[config.mk]
export PLATFORM = sky130hd
export DESIGN_NAME = ucb_dev_flat
export DESIGN_NICKNAME = d
export VERILOG_FILES = /design/src/rtl/ucb_pkg.sv /design/src/rtl/ucb_if.sv /design/src/rtl/ucb_dev.sv /design/src/flat_wrapper.sv
export VERILOG_INCLUDE_DIRS = /design/src /design/src/rtl
export SDC_FILE = /design/constraint.sdc
export NUM_CORES = 2
export LEC_CHECK = 0
export BUFFER_PORTS_ARGS = -buffer_cell sky130_fd_sc_hd__buf_4
export CAP_MARGIN = 20
export CORE_MARGIN = 2
export CORE_UTILIZATION = 55
export DETAILED_ROUTE_END_ITERATION = 6
export PLACE_DENSITY = 0.72
export REMOVE_ABC_BUFFERS = 1
export SLEW_MARGIN = 20
export SYNTH_ARGS = -nofsm -noshare
export SYNTH_HDL_FRONTEND = slang
export SYNTH_SLANG_ARGS = --single-unit
export TNS_END_PERCENT = 30
[constraint.sdc]
create_clock -name CORE_CLK -period 7.9 [get_ports CORE_CLK]
set_input_delay 0.395 -clock CORE_CLK [delete_from_list [all_inputs] [get_ports CORE_CLK]]
set_output_delay 0.395 -clock CORE_CLK [all_outputs]
set_load 0.01 [all_outputs]
[src/rtl/ucb_params.svh]
// Register offsets, field positions and timing constants of the UART channel
`ifndef UCB_PARAMS_SVH
`define UCB_PARAMS_SVH
// Device register port offsets
`define UCB_A_DATA   3'h0
`define UCB_A_IER    3'h1
`define UCB_A_ISR    3'h2
`define UCB_A_FCR    3'h2
`define UCB_A_LCR    3'h3
`define UCB_A_MCR    3'h4
`define UCB_A_LSR    3'h5
`define UCB_A_ENHANCED_MODE_STATUS_REG   3'h6
`define UCB_A_EFR    3'h7
// Reset values
`define UCB_DLL_RST  8'h01
`define UCB_DLM_RST  8'h00
`define UCB_REG_RST  8'h00
// Field positions
`define UCB_MCR_PRE  7
`define UCB_MCR_RTS  1
`define UCB_ENHANCED_MODE_STATUS_REG_16X 7
`define UCB_FCR_EN   0
`define UCB_FCR_RXCLR 1
`define UCB_FCR_TXCLR 2
`define UCB_IER_RX   0
`define UCB_IER_TX   1
`define UCB_IER_RTS  6
`define UCB_EFR_ENH  4
`define UCB_EFR_ARTS 6
`define UCB_LCR_STB  2
`define UCB_LCR_PEN  3
`define UCB_LCR_EPS  4
`define UCB_LCR_DLAB 7
// FIFO geometry
`define UCB_DEPTH    64
`define UCB_PW       6
`define UCB_CAP_FIFO 7'h40
`define UCB_CAP_ONE  7'h01
// Oversampling and timeout counts
`define UCB_OS16     5'h10
`define UCB_OS8      5'h08
`define UCB_HALF16   5'h08
`define UCB_HALF8    5'h04
`define UCB_PRE4     2'h3
`define UCB_TO_EXTRA 8'h0c
// Interrupt status codes
`define UCB_ISR_NONE 8'h01
`define UCB_ISR_TX   8'h02
`define UCB_ISR_RX   8'h04
`define UCB_ISR_TO   8'h0c
`define UCB_ISR_RTS  8'h20
// Host APB register offsets and fields
`define UCB_H_CMD    12'h000
`define UCB_H_STAT   12'h004
`define UCB_H_WRBIT  11
`define UCB_H_BUSY   8
`define UCB_H_IRQ    9
`endif

[src/rtl/ucb_pkg.sv]
// Types shared by both ends of the UART channel
package ucb_pkg;
    typedef enum logic [1:0] {UCB_RX_IDLE, UCB_RX_START, UCB_RX_BITS} ucb_rx_st_t;
    typedef enum logic [1:0] {UCB_H_IDLE, UCB_H_STROBE, UCB_H_CAPT} ucb_host_st_t;
    typedef struct packed {
        logic       brk;
        logic       fe;
        logic       pe;
        logic [7:0] data;
    } ucb_rxent_t;
endpackage

[src/rtl/ucb_if.sv]
// Parallel byte register port between the host end and the UART end
`timescale 1ns/1ps
`default_nettype none
interface ucb_if;
    logic [2:0] addr;
    logic [7:0] wdata;
    logic [7:0] rdata;
    logic       wr;
    logic       rd;
    logic       irq;
    modport dev  (input addr, wdata, wr, rd, output rdata, irq);
    modport host (output addr, wdata, wr, rd, input rdata, irq);
endinterface
`default_nettype wire

[src/rtl/ucb_dev.sv]
// UART channel: baud generator, transmitter, receiver and auto RTS
//
// Design decisions made here: the register addresses and register access over the byte register port.
`timescale 1ns/1ps
`default_nettype none
`include "ucb_params.svh"
module ucb_dev (
    // Clock, reset, enable
    input  wire logic CORE_CLK,
    input  wire logic RST_N,
    input  wire logic CE,
    // Register port
    ucb_if.dev        BUS,
    // Serial side
    input  wire logic RX,
    output var  logic TX,
    output var  logic RTS_N
);
    import ucb_pkg::*;

    logic [7:0]  dll_q, dlm_q, ier_q, fcr_q, lcr_q, mcr_q, enhanced_mode_status_reg_q, efr_q;
    logic        dlab, fifo_on, os16, pen;
    logic [6:0]  cap;
    logic [3:0]  nbits;
    logic [7:0]  dmask;

    assign dlab    = lcr_q[`UCB_LCR_DLAB];
    assign fifo_on = fcr_q[`UCB_FCR_EN];
    assign os16    = enhanced_mode_status_reg_q[`UCB_ENHANCED_MODE_STATUS_REG_16X];
    assign pen     = lcr_q[`UCB_LCR_PEN];
    assign cap     = fifo_on ? `UCB_CAP_FIFO : `UCB_CAP_ONE;
    assign nbits   = {2'h0, lcr_q[1:0]} + 4'h5;
    assign dmask   = 8'hff >> (2'h3 - lcr_q[1:0]);

    function automatic logic par_of(input logic [7:0] d, input logic even);
        par_of = even ? ^d : ~^d;
    endfunction

    // Register writes
    always_ff @(posedge CORE_CLK) begin
        if (!RST_N) begin
            dll_q  <= `UCB_DLL_RST;
            dlm_q  <= `UCB_DLM_RST;
            ier_q  <= `UCB_REG_RST;
            fcr_q  <= `UCB_REG_RST;
            lcr_q  <= `UCB_REG_RST;
            mcr_q  <= `UCB_REG_RST;
            enhanced_mode_status_reg_q <= `UCB_REG_RST;
            efr_q  <= `UCB_REG_RST;
        end else if (CE && BUS.wr) begin
            if (BUS.addr == `UCB_A_DATA && dlab) begin
                dll_q <= BUS.wdata;
            end else if (BUS.addr == `UCB_A_IER && dlab) begin
                dlm_q <= BUS.wdata;
            end else if (BUS.addr == `UCB_A_IER) begin
                ier_q <= BUS.wdata;
            end else if (BUS.addr == `UCB_A_ISR) begin
                fcr_q <= BUS.wdata;
            end else if (BUS.addr == `UCB_A_LCR) begin
                lcr_q <= BUS.wdata;
            end else if (BUS.addr == `UCB_A_MCR) begin
                mcr_q <= BUS.wdata;
            end else if (BUS.addr == `UCB_A_ENHANCED_MODE_STATUS_REG) begin
                enhanced_mode_status_reg_q <= BUS.wdata;
            end else if (BUS.addr == `UCB_A_EFR) begin
                efr_q <= BUS.wdata;
            end
        end
    end

    // Prescaler and baud generator; ticks are enables, no derived clocks
    logic [1:0]  pre_q;
    logic [15:0] brg_q, div;
    logic        pre_tick, os_tick;
    logic [4:0]  bit_len, half_len;

    assign div      = {dlm_q, dll_q};
    assign pre_tick = !mcr_q[`UCB_MCR_PRE] || (pre_q == `UCB_PRE4);
    assign os_tick  = pre_tick && (brg_q >= div - 16'h1);
    assign bit_len  = os16 ? `UCB_OS16 : `UCB_OS8;
    assign half_len = os16 ? `UCB_HALF16 : `UCB_HALF8;

    always_ff @(posedge CORE_CLK) begin
        if (!RST_N) begin
            pre_q <= 2'h0;
            brg_q <= 16'h0;
        end else if (CE) begin
            pre_q <= pre_q + 2'h1;
            if (pre_tick) begin
                brg_q <= os_tick ? 16'h0 : brg_q + 16'h1;
            end
        end
    end

    // Transmit fifo; depth one outside fifo mode
    logic [7:0]          txm [0:`UCB_DEPTH-1];
    logic [`UCB_PW-1:0]  twp_q, trp_q;
    logic [6:0]          tcnt_q;
    logic                tx_busy_q, tx_push, tx_pop, tx_clr;
    logic [11:0]         tx_sh_q, fr;
    logic [3:0]          tx_left_q, tx_len;
    logic [4:0]          tx_os_q;
    logic [7:0]          tx_d;

    assign tx_clr  = BUS.wr && BUS.addr == `UCB_A_ISR && BUS.wdata[`UCB_FCR_TXCLR];
    assign tx_push = BUS.wr && BUS.addr == `UCB_A_DATA && !dlab && tcnt_q < cap;
    // Load only on a tick, else the start bit comes up short by a partial tick
    assign tx_pop  = !tx_busy_q && tcnt_q != 7'h0 && os_tick;
    assign tx_d    = txm[trp_q] & dmask;
    assign tx_len  = 4'h2 + nbits + {3'h0, pen} + {3'h0, lcr_q[`UCB_LCR_STB]};

    always_comb begin
        fr    = 12'hfff;
        fr[0] = 1'b0;
        for (int i = 0; i < 8; i++) begin
            if (i < int'(nbits)) fr[i+1] = tx_d[i];
        end
        if (pen) fr[nbits+4'h1] = par_of(tx_d, lcr_q[`UCB_LCR_EPS]);
    end

    always_ff @(posedge CORE_CLK) begin
        if (CE && tx_push) txm[twp_q] <= BUS.wdata;
    end

    always_ff @(posedge CORE_CLK) begin
        if (!RST_N) begin
            twp_q  <= '0;
            trp_q  <= '0;
            tcnt_q <= 7'h0;
        end else if (CE) begin
            if (tx_clr) begin
                twp_q  <= '0;
                trp_q  <= '0;
                tcnt_q <= 7'h0;
            end else begin
                if (tx_push) twp_q <= twp_q + 1'b1;
                if (tx_pop) trp_q <= trp_q + 1'b1;
                tcnt_q <= tcnt_q + {6'h0, tx_push} - {6'h0, tx_pop};
            end
        end
    end

    always_ff @(posedge CORE_CLK) begin
        if (!RST_N) begin
            tx_busy_q <= 1'b0;
            tx_sh_q   <= 12'hfff;
            tx_left_q <= 4'h0;
            tx_os_q   <= 5'h0;
            TX        <= 1'b1;
        end else if (CE) begin
            if (tx_pop) begin
                tx_busy_q <= 1'b1;
                tx_sh_q   <= fr;
                tx_left_q <= tx_len;
                tx_os_q   <= 5'h0;
                TX        <= 1'b0;
            end else if (tx_busy_q && os_tick) begin
                tx_os_q <= tx_os_q + 5'h1;
                if (tx_os_q == bit_len - 5'h1) begin
                    tx_os_q   <= 5'h0;
                    tx_sh_q   <= {1'b1, tx_sh_q[11:1]};
                    tx_left_q <= tx_left_q - 4'h1;
                    TX        <= (tx_left_q == 4'h1) ? 1'b1 : tx_sh_q[1];
                    if (tx_left_q == 4'h1) tx_busy_q <= 1'b0;
                end
            end
        end
    end

    // Receiver: line passes two flops before use
    logic        rx_m_q, rx_s_q, rx_p_q;
    ucb_rx_st_t  rx_st_q;
    logic [4:0]  rx_os_q;
    logic [3:0]  rx_k_q, rx_tot;
    logic [10:0] rx_sh_q, rx_full, rx_al;
    logic        rx_done;
    ucb_rxent_t  rx_ent;

    assign rx_tot  = nbits + {3'h0, pen} + 4'h1;
    assign rx_full = {rx_s_q, rx_sh_q[10:1]};
    assign rx_al   = rx_full >> (4'hb - rx_tot);
    assign rx_done = rx_st_q == UCB_RX_BITS && os_tick && rx_os_q == bit_len - 5'h1
                     && rx_k_q == rx_tot - 4'h1;

    always_comb begin
        rx_ent.data = rx_al[7:0] & dmask;
        rx_ent.pe   = pen && (rx_al[nbits] != par_of(rx_ent.data, lcr_q[`UCB_LCR_EPS]));
        rx_ent.fe   = !rx_s_q;
        rx_ent.brk  = !rx_s_q && rx_ent.data == 8'h0 && !(pen && rx_al[nbits]);
    end

    always_ff @(posedge CORE_CLK) begin
        if (!RST_N) begin
            rx_m_q  <= 1'b1;
            rx_s_q  <= 1'b1;
            rx_p_q  <= 1'b1;
            rx_st_q <= UCB_RX_IDLE;
            rx_os_q <= 5'h0;
            rx_k_q  <= 4'h0;
            rx_sh_q <= 11'h0;
        end else if (CE) begin
            rx_m_q <= RX;
            rx_s_q <= rx_m_q;
            rx_p_q <= rx_s_q;
            case (rx_st_q)
                UCB_RX_IDLE: begin
                    rx_os_q <= 5'h0;
                    if (rx_p_q && !rx_s_q) rx_st_q <= UCB_RX_START;
                end
                UCB_RX_START: begin
                    if (os_tick) begin
                        rx_os_q <= rx_os_q + 5'h1;
                        if (rx_os_q == half_len - 5'h1) begin
                            rx_os_q <= 5'h0;
                            rx_k_q  <= 4'h0;
                            rx_st_q <= rx_s_q ? UCB_RX_IDLE : UCB_RX_BITS;
                        end
                    end
                end
                default: begin
                    if (os_tick) begin
                        rx_os_q <= rx_os_q + 5'h1;
                        if (rx_os_q == bit_len - 5'h1) begin
                            rx_os_q <= 5'h0;
                            rx_sh_q <= rx_full;
                            rx_k_q  <= rx_k_q + 4'h1;
                            if (rx_done) rx_st_q <= UCB_RX_IDLE;
                        end
                    end
                end
            endcase
        end
    end

    // Receive fifo with error tags
    ucb_rxent_t          rxm [0:`UCB_DEPTH-1];
    logic [`UCB_PW-1:0]  rwp_q, rrp_q;
    logic [6:0]          rcnt_q;
    logic                rx_push, rx_pop, rx_clr, oe_q;
    ucb_rxent_t          head;

    assign rx_push = rx_done && rcnt_q < cap;
    assign rx_pop  = BUS.rd && BUS.addr == `UCB_A_DATA && !dlab && rcnt_q != 7'h0;
    assign rx_clr  = BUS.wr && BUS.addr == `UCB_A_ISR && BUS.wdata[`UCB_FCR_RXCLR];
    assign head    = rxm[rrp_q];

    always_ff @(posedge CORE_CLK) begin
        if (CE && rx_push) rxm[rwp_q] <= rx_ent;
    end

    always_ff @(posedge CORE_CLK) begin
        if (!RST_N) begin
            rwp_q  <= '0;
            rrp_q  <= '0;
            rcnt_q <= 7'h0;
        end else if (CE) begin
            if (rx_clr) begin
                rwp_q  <= '0;
                rrp_q  <= '0;
                rcnt_q <= 7'h0;
            end else begin
                if (rx_push) rwp_q <= rwp_q + 1'b1;
                if (rx_pop) rrp_q <= rrp_q + 1'b1;
                rcnt_q <= rcnt_q + {6'h0, rx_push} - {6'h0, rx_pop};
            end
        end
    end

    // Receive timeout in bit times
    logic [4:0] bt_q;
    logic [7:0] to_cnt_q, to_lim;
    logic       to_hit;

    assign to_lim = {2'h0, nbits, 2'h0} + `UCB_TO_EXTRA;
    assign to_hit = to_cnt_q >= to_lim && rcnt_q != 7'h0;

    always_ff @(posedge CORE_CLK) begin
        if (!RST_N) begin
            bt_q     <= 5'h0;
            to_cnt_q <= 8'h0;
        end else if (CE) begin
            if (os_tick) bt_q <= (bt_q >= bit_len - 5'h1) ? 5'h0 : bt_q + 5'h1;
            if (rx_push || rx_pop || rcnt_q == 7'h0) begin
                to_cnt_q <= 8'h0;
            end else if (os_tick && bt_q >= bit_len - 5'h1 && !to_hit) begin
                to_cnt_q <= to_cnt_q + 8'h1;
            end
        end
    end

    // Trigger levels and hysteresis
    logic [6:0] rx_trig, rx_up, rx_lo, tx_trig;
    always_comb begin
        case (fcr_q[7:6])
            2'h0: begin rx_trig = 7'h01; rx_up = 7'h10; rx_lo = 7'h00; end
            2'h1: begin rx_trig = 7'h10; rx_up = 7'h20; rx_lo = 7'h01; end
            2'h2: begin rx_trig = 7'h20; rx_up = 7'h38; rx_lo = 7'h10; end
            default: begin rx_trig = 7'h38; rx_up = 7'h40; rx_lo = 7'h20; end
        endcase
        case (fcr_q[5:4])
            2'h0:    tx_trig = 7'h08;
            2'h1:    tx_trig = 7'h10;
            2'h2:    tx_trig = 7'h20;
            default: tx_trig = 7'h38;
        endcase
    end

    // Auto RTS and its sticky interrupt
    logic flow_off_q, rts_n_d, rts_int_q, isr_rd, lsr_rd;
    assign rts_n_d = !(mcr_q[`UCB_MCR_RTS] && !flow_off_q);
    assign isr_rd  = BUS.rd && BUS.addr == `UCB_A_ISR;
    assign lsr_rd  = BUS.rd && BUS.addr == `UCB_A_LSR;

    always_ff @(posedge CORE_CLK) begin
        if (!RST_N) begin
            flow_off_q <= 1'b0;
            RTS_N      <= 1'b1;
            rts_int_q  <= 1'b0;
            oe_q       <= 1'b0;
        end else if (CE) begin
            if (!efr_q[`UCB_EFR_ARTS]) flow_off_q <= 1'b0;
            else if (rcnt_q >= rx_up) flow_off_q <= 1'b1;
            else if (rcnt_q <= rx_lo) flow_off_q <= 1'b0;
            RTS_N <= rts_n_d;
            // Set wins over the clearing read
            if (!RTS_N && rts_n_d && ier_q[`UCB_IER_RTS] && efr_q[`UCB_EFR_ENH]) begin
                rts_int_q <= 1'b1;
            end else if (CE && isr_rd) begin
                rts_int_q <= 1'b0;
            end
            if (rx_done && !rx_push) oe_q <= 1'b1;
            else if (lsr_rd) oe_q <= 1'b0;
        end
    end

    // Status, interrupt identification and read port
    logic       rx_int, tx_int, thr_e, tsr_e;
    logic [7:0] line_status_reg, interrupt_status_reg, rmux;
    assign thr_e  = tcnt_q == 7'h0;
    assign tsr_e  = thr_e && !tx_busy_q;
    assign rx_int = ier_q[`UCB_IER_RX]
                    && (fifo_on ? rcnt_q >= rx_trig : rcnt_q != 7'h0);
    assign tx_int = ier_q[`UCB_IER_TX]
                    && (fifo_on ? tcnt_q < tx_trig : thr_e);
    assign line_status_reg    = {1'b0, tsr_e, thr_e,
                     rcnt_q != 7'h0 && head.brk, rcnt_q != 7'h0 && head.fe,
                     rcnt_q != 7'h0 && head.pe, oe_q, rcnt_q != 7'h0};

    always_comb begin
        if (ier_q[`UCB_IER_RX] && to_hit) interrupt_status_reg = `UCB_ISR_TO;
        else if (rx_int) interrupt_status_reg = `UCB_ISR_RX;
        else if (tx_int) interrupt_status_reg = `UCB_ISR_TX;
        else if (rts_int_q) interrupt_status_reg = `UCB_ISR_RTS;
        else interrupt_status_reg = `UCB_ISR_NONE;
        if (BUS.addr == `UCB_A_DATA && dlab) rmux = dll_q;
        else if (BUS.addr == `UCB_A_DATA) rmux = head.data;
        else if (BUS.addr == `UCB_A_IER && dlab) rmux = dlm_q;
        else if (BUS.addr == `UCB_A_IER) rmux = ier_q;
        else if (BUS.addr == `UCB_A_ISR) rmux = interrupt_status_reg;
        else if (BUS.addr == `UCB_A_LCR) rmux = lcr_q;
        else if (BUS.addr == `UCB_A_MCR) rmux = mcr_q;
        else if (BUS.addr == `UCB_A_LSR) rmux = line_status_reg;
        else if (BUS.addr == `UCB_A_ENHANCED_MODE_STATUS_REG) rmux = enhanced_mode_status_reg_q;
        else rmux = efr_q;
    end

    always_ff @(posedge CORE_CLK) begin
        if (!RST_N) begin
            BUS.rdata <= 8'h0;
            BUS.irq   <= 1'b0;
        end else if (CE) begin
            if (BUS.rd) BUS.rdata <= rmux;
            BUS.irq <= interrupt_status_reg != `UCB_ISR_NONE;
        end
    end
endmodule // ucb_dev
`default_nettype wire

[src/flat_wrapper.sv]
// flat-port wrapper written by rule: the top's interface ports become plain ports
module ucb_dev_flat import ucb_pkg::*;
  (CORE_CLK, RST_N, CE, RX, TX, RTS_N, BUS_addr, BUS_wdata, BUS_wr, BUS_rd, BUS_rdata, BUS_irq);
  ucb_if BUS_i ();
  input  wire logic CORE_CLK;
  input  wire logic RST_N;
  input  wire logic CE;
  input  wire logic RX;
  output var  logic TX;
  output var  logic RTS_N;
  input wire logic [$bits(BUS_i.addr)-1:0] BUS_addr;
  input wire logic [$bits(BUS_i.wdata)-1:0] BUS_wdata;
  input wire logic [$bits(BUS_i.wr)-1:0] BUS_wr;
  input wire logic [$bits(BUS_i.rd)-1:0] BUS_rd;
  output wire logic [$bits(BUS_i.rdata)-1:0] BUS_rdata;
  output wire logic [$bits(BUS_i.irq)-1:0] BUS_irq;
  assign BUS_i.addr = BUS_addr;
  assign BUS_i.wdata = BUS_wdata;
  assign BUS_i.wr = BUS_wr;
  assign BUS_i.rd = BUS_rd;
  assign BUS_rdata = BUS_i.rdata;
  assign BUS_irq = BUS_i.irq;
  ucb_dev u_core (.CORE_CLK(CORE_CLK), .RST_N(RST_N), .CE(CE), .BUS(BUS_i), .RX(RX), .TX(TX), .RTS_N(RTS_N));
endmodule
Word level (Yosys, flattened, before mapping)
Memories as Yosys holds them, arrays and structs flattened. A register that Yosys moved wholly into a read port is not among the register bits. Cells that the tools add are included.

Register bits: 194. Memory bits (writable): 1216. Word-level logic and storage cells: 341. Memories kept: 2.

Memory list: u_core.rxm (depth 64, width 11, rd ports 1, clocked after memory_dff 1, write ports 1, RTL line ucb_dev.sv:236) `` ucb_rxent_t rxm [0:`UCB_DEPTH-1]; ``; u_core.txm (depth 64, width 8, rd ports 1, clocked after memory_dff 1, write ports 1, RTL line ucb_dev.sv:96) `` logic [7:0] txm [0:`UCB_DEPTH-1]; ``.

Add/sub/neg operators: 30. Magnitude comparators: 20. Equality and inequality tests: 25. Shifts and indexed selects: 2. Mux-type cells: 102. Bitwise gates (word level): 11. Reductions and logical operators: 113.

Operators by type and width (count): 2-to-1 mux 8 bit (14); 2-to-1 mux 6 bit (13); one-hot mux 6 bit (3 select lines) (3); 2-to-1 mux 12 bit (4); logical AND 1 bit (46); 2-to-1 mux 5 bit (9); 2-to-1 mux 1 bit (33); 2-to-1 mux 4 bit (8); AND reduction 2 bit (13); adder 6 x 1 -> 6 bit, second input constant (4); nonzero test 2 bit (12); 2-to-1 mux 7 bit (3); one-hot mux 7 bit (3 select lines) (1); adder 16 x 1 -> 16 bit, second input constant (1); AND 8 bit (2); greater-or-equal comparator 16 bit (1); < comparator 3 x 4 -> 1 bit, first input constant (4); 2-to-1 mux 16 bit (1); XNOR reduction 8 bit (2); XOR reduction 8 bit (2); subtractor 16 x 1 -> 16 bit, second input constant (1); adder 5 x 1 -> 5 bit, second input constant (3); equality test 5 bit (3); adder 7 x 1 -> 7 bit (2); other kinds (60) (118).

Logic depth before layout (Yosys ltp)
Depth after elaboration: 13. Gate-level depth with buffers: 28.

Worst setup path after synthesis
No wires, ideal clock.

Kind: reg-to-reg. Start point: reg u_core.lcr_q[3]. End point: mem u_core.rxm[0][8] (netlist name) (data pin). Library setup time: 499 ps. Data arrival time: 7361 ps. Data required time: 7401 ps. Setup slack: 40 ps. Stages on the path, launching flop included: 16. Path buffers: 2. Clock period less this slack: 7860 ps. Path through: dfxtp_1 clkbuf_1 inv_1 ha_1 fa_1 buf_1 mux2_2 a21oi_1 o21ai_0 inv_1 ha_1 xnor2_1 xnor2_1 xnor2_1 xnor2_1 nor2_1.

RTL lines: start, declared (RTL line ucb_dev.sv:21) `logic [7:0] dll_q, dlm_q, ier_q, fcr_q, lcr_q, mcr_q, enhanced_mode_status_reg_q, efr_q;`; start signal, assigned (RTL line ucb_dev.sv:46) `` lcr_q <= `UCB_REG_RST; ``; start signal, assigned (RTL line ucb_dev.sv:60) `lcr_q <= BUS.wdata;`; end, declared (RTL line ucb_dev.sv:236).

Final worst setup path
Start point: reg u_core.dll_q[7]. End point: reg u_core.tcnt_q[6].

Longest elaborated chain between the ends: 6.

Ends and longest elaborated chain: start, declared (RTL line ucb_dev.sv:21); start signal, assigned (RTL line ucb_dev.sv:42) `` dll_q <= `UCB_DLL_RST; ``; start signal, assigned (RTL line ucb_dev.sv:52) `dll_q <= BUS.wdata;`; subtractor 16 x 1 -> 16 bit (RTL line ucb_dev.sv:79) `assign os_tick = pre_tick && (brg_q >= div - 16'h1);`; greater-or-equal comparator 16 bit (RTL line ucb_dev.sv:79); logical AND 1 bit (RTL line ucb_dev.sv:79); logical AND 1 bit (RTL line ucb_dev.sv:108) `assign tx_pop = !tx_busy_q && tcnt_q != 7'h0 && os_tick;`; subtractor 7 x 1 -> 7 bit (RTL line ucb_dev.sv:138) `tcnt_q <= tcnt_q + {6'h0, tx_push} - {6'h0, tx_pop};`; 2-to-1 mux 7 bit (RTL line ucb_dev.sv:131) `if (tx_clr) begin`; end signal, assigned (RTL line ucb_dev.sv:138); end, declared (RTL line ucb_dev.sv:98) `logic [6:0] tcnt_q;`.

No other way between the ends. A chain may end at the register's enable or synchronous reset.

==> results.cfg <==
[status]
outcome = complete, but fails checks
violations = DRC

[route]
vias = 31500
antenna_left = 0
finalWirelength_um = 139000
drt_iter0_drc = 3536
drc = 2
avgRoutedWirePerCell_um = 28.3
firstDrtPassIters = 7
vias_per_cell = 6.43

[layout]
areaGrowthSynthToFinish_pct = 10.7
final_nets = 3516
num_antenna_cells = 0
fin_cells = 4907
fin_util = 0.614
final_common_cell = edfxtp_1
final_cell_mix = edfxtp_1, mux4_2, nor2_1, dfxtp_1, clkbuf_16
fillers = 7360
drive_gt1_frac = 0.199

[sta]
tightestPinTransition_ns = 1.07
clock_skew_ns = 0.0320
setup_viol = 0
hold_violations = 0
fmax_ghz = 0.161
finalMaxSlewViolations = 0
relSlewSlack = 0.282
final_min_period_over_clock_period = 0.787
finalCriticalPeriod_ns = 6.22
rsz0062_at_grt = false

[power_and_ir_drop]
p_leak_nw = 21.6
switching_share = 0.238
ir_worst_vdd_mv = 0.215
p_per_area_nw_per_um2 = 260
p_sw_mw = 4.01
pwr-share-comb = 0.107
pwr-share-clk = 0.401
p_seq_frac = 0.492
power.internal_mw = 12.8

[min_path]
hp-class = input pin to flip-flop

[setup_path]
path_max_fanout = 20
arrival_ns = 6.80
critPathRequiredTime_ns = 8.48
critPathLaunchType = flip-flop
reg2reg_slack_ns = 1.68
worstSetupPathType = flip-flop to flip-flop
crit_path_end_kind = flip-flop

[logic_synthesis]
netlist_instances = 3374
synth_cell_types = 77
yosysTopAreaCell = edfxtp_1
avgSynthCellArea_sq_um = 17.3
ys.flop_type = edfxtp_1
synth_area_leaders = edfxtp_1, mux4_2, dfxtp_1
async_flop_share = 0
yosys_warnings = 0
yosysTopAreaCellShare = 0.625
synth_edf_count = 1216
synth_area_sq_um = 58500
ys_seq_area_frac = 0.693
ys_seq_elements = 1417

[floorplanning]
start_util = 0.555
rows = 119
io_pins = 28
core_sq_um = 105000
die_height_um = 330
die_x_um = 330
die_area_sq_um = 109000

[global_route]
antenna_found_initial = 5
grt_pass1_vias = 31800
track_usage = 0.258
grt_pass1_wl_um = 207000
grt-ovfl-total = 0
grt_max_degree = 111

[clock_network]
cts_tree = built
clock_latency_ns = 0.76
cts_buffer_depth = 3
h-tree-depth = 4
ctsRootBufferMaster = clkbuf_16
post_cts_buffers = 0
cts.sinks = 1417
cts_made_buffers = 141
path_clk_slew_ns = 0.06

[placed_design]
routabilityCongestion = 0.869
hpwlAfterDp_um = 86100
place_inst = 4645
numPortBuffers = 27

[flow_run]
cap_violations = 0
-- power by group through the flow --
stage / clock, mW / sequential (mW) / combinational [mW]
3_5_place_dp: 0 / 8.43 / 1.78
6_report: 6.74 / 8.28 / 1.80
2_1_floorplan: 0 / 8.50 / 1.24
5_1_grt: 7.11 / 8.29 / 1.94
3_3_place_gp: 0 / 8.43 / 1.73
4_1_cts: 6.83 / 8.28 / 1.80
-- path summary, 6_finish.rpt --
path,endpoint,cells past startpoint,startpoint
min reg2reg,u_core.to_cnt_q[7],2,u_core.to_cnt_q[7]
max reg2reg,u_core.tcnt_q[6],27,u_core.dll_q[7]
min,u_core.txm[6][2],1,BUS_wdata[2]
max,u_core.tcnt_q[6],27,u_core.dll_q[7]
-- stage by stage --
step,area [sq um],hold WS [ns],worst slack [ns],power (mW),TNS [ns]
finish,64700,0.0619,1.68,16.8,0
global route,64700,0.0365,1.22,17.3,0
CTS,64700,0.0212,1.77,16.9,0
detailed placement,60000,0.459,1.79,10.2,0
global placement,60000,0.452,1.81,10.2,0
floorplan,57700,0.437,-1.46,9.74,-11.21
-- flip-flops by register name, summed over array words and instances (netlist names), 10 cells and up, named ones only --
name	cells
u_core.rxm	704
u_core.brg_q	16
u_core.rx_sh_q	10
u_core.tx_sh_q	11
u_core.txm	512
-- metal layers --
metal / vias up / routed length (um) / part of all wire / global-route usage
met1: 16400 / 54800 / 0.39 / 0.354
met2: 1500 / 68600 / 0.49 / 0.423
met5: - / 24 / 0.00017 / 0
met3: 272 / 10800 / 0.077 / 0.0452
met4: 4 / 4750 / 0.034 / 0.0914
li1: 13400 / - / - / -
-- kinds of logic after synthesis --
logic type      after synthesis  synth area share
xor+xnor                     83            0.0126
fa+ha+maj                    99            0.0217
compound gates              298            0.0329
mux                         496             0.165
simple gates                724            0.0559
flops                      1417             0.693
buf+inv                     257            0.0183
-- cell usage after synthesis (all sizes together) (14+ instances only) --
library cell	instances
clkbuf	115
o21ai	61
and2	21
inv	74
nor2	352
ha	95
o22ai	14
mux4	374
nand3	48
xor2	37
a22oi	20
edfxtp	1216
nand4	20
nor2b	22
a31oi	17
nor3	26
dfxtp	201
nand2b	22
xnor2	46
mux2i	109
a21oi	81
nand2	141
buf	67
-- cell type report --
cell class                      instances  area (sq um)  area share
Timing Repair Buffer                   65           528     0.00816
Clock buffer                          176          3800      0.0588
Clock inverter                         83           881      0.0136
Multi-Input combinational cell       1700         16900       0.261
Inverter                               75           284     0.00439
Sequential cell                      1417         40600       0.627
Tap cell                             1391          1740      0.0269
-- what timing repair did --
item                                   4_1_cts  5_1_grt
hold buffers                                 1        0
endpoints found under the hold margin        1        0
gates resized for setup                      0        0
-- critical path: stages, from the launching register on --
cell and delay [ns]:
dfxtp_1 0.37, or4_1 0.61, or4_1 0.44, or2_2 0.31
xor2_1 0.16, ha_1 0.30, a21o_1 0.19, a21o_1 0.18
a21oi_1 0.18, o21ai_0 0.12, buf_4 0.21, nand3_1 0.42
inv_1 0.44, ha_1 0.39, inv_1 0.06, ha_1 0.18
inv_1 0.06, fa_1 0.41, o21bai_1 0.15, a21oi_1 0.12
nor2_1 0.10, nor2_1 0.05, nor2_1 0.09, nor2_1 0.06
xnor2_1 0.17, o21ai_0 0.10, nand2_1 0.11, a21oi_1 0.06
Note: power is estimated with default switching activity, not from simulation.
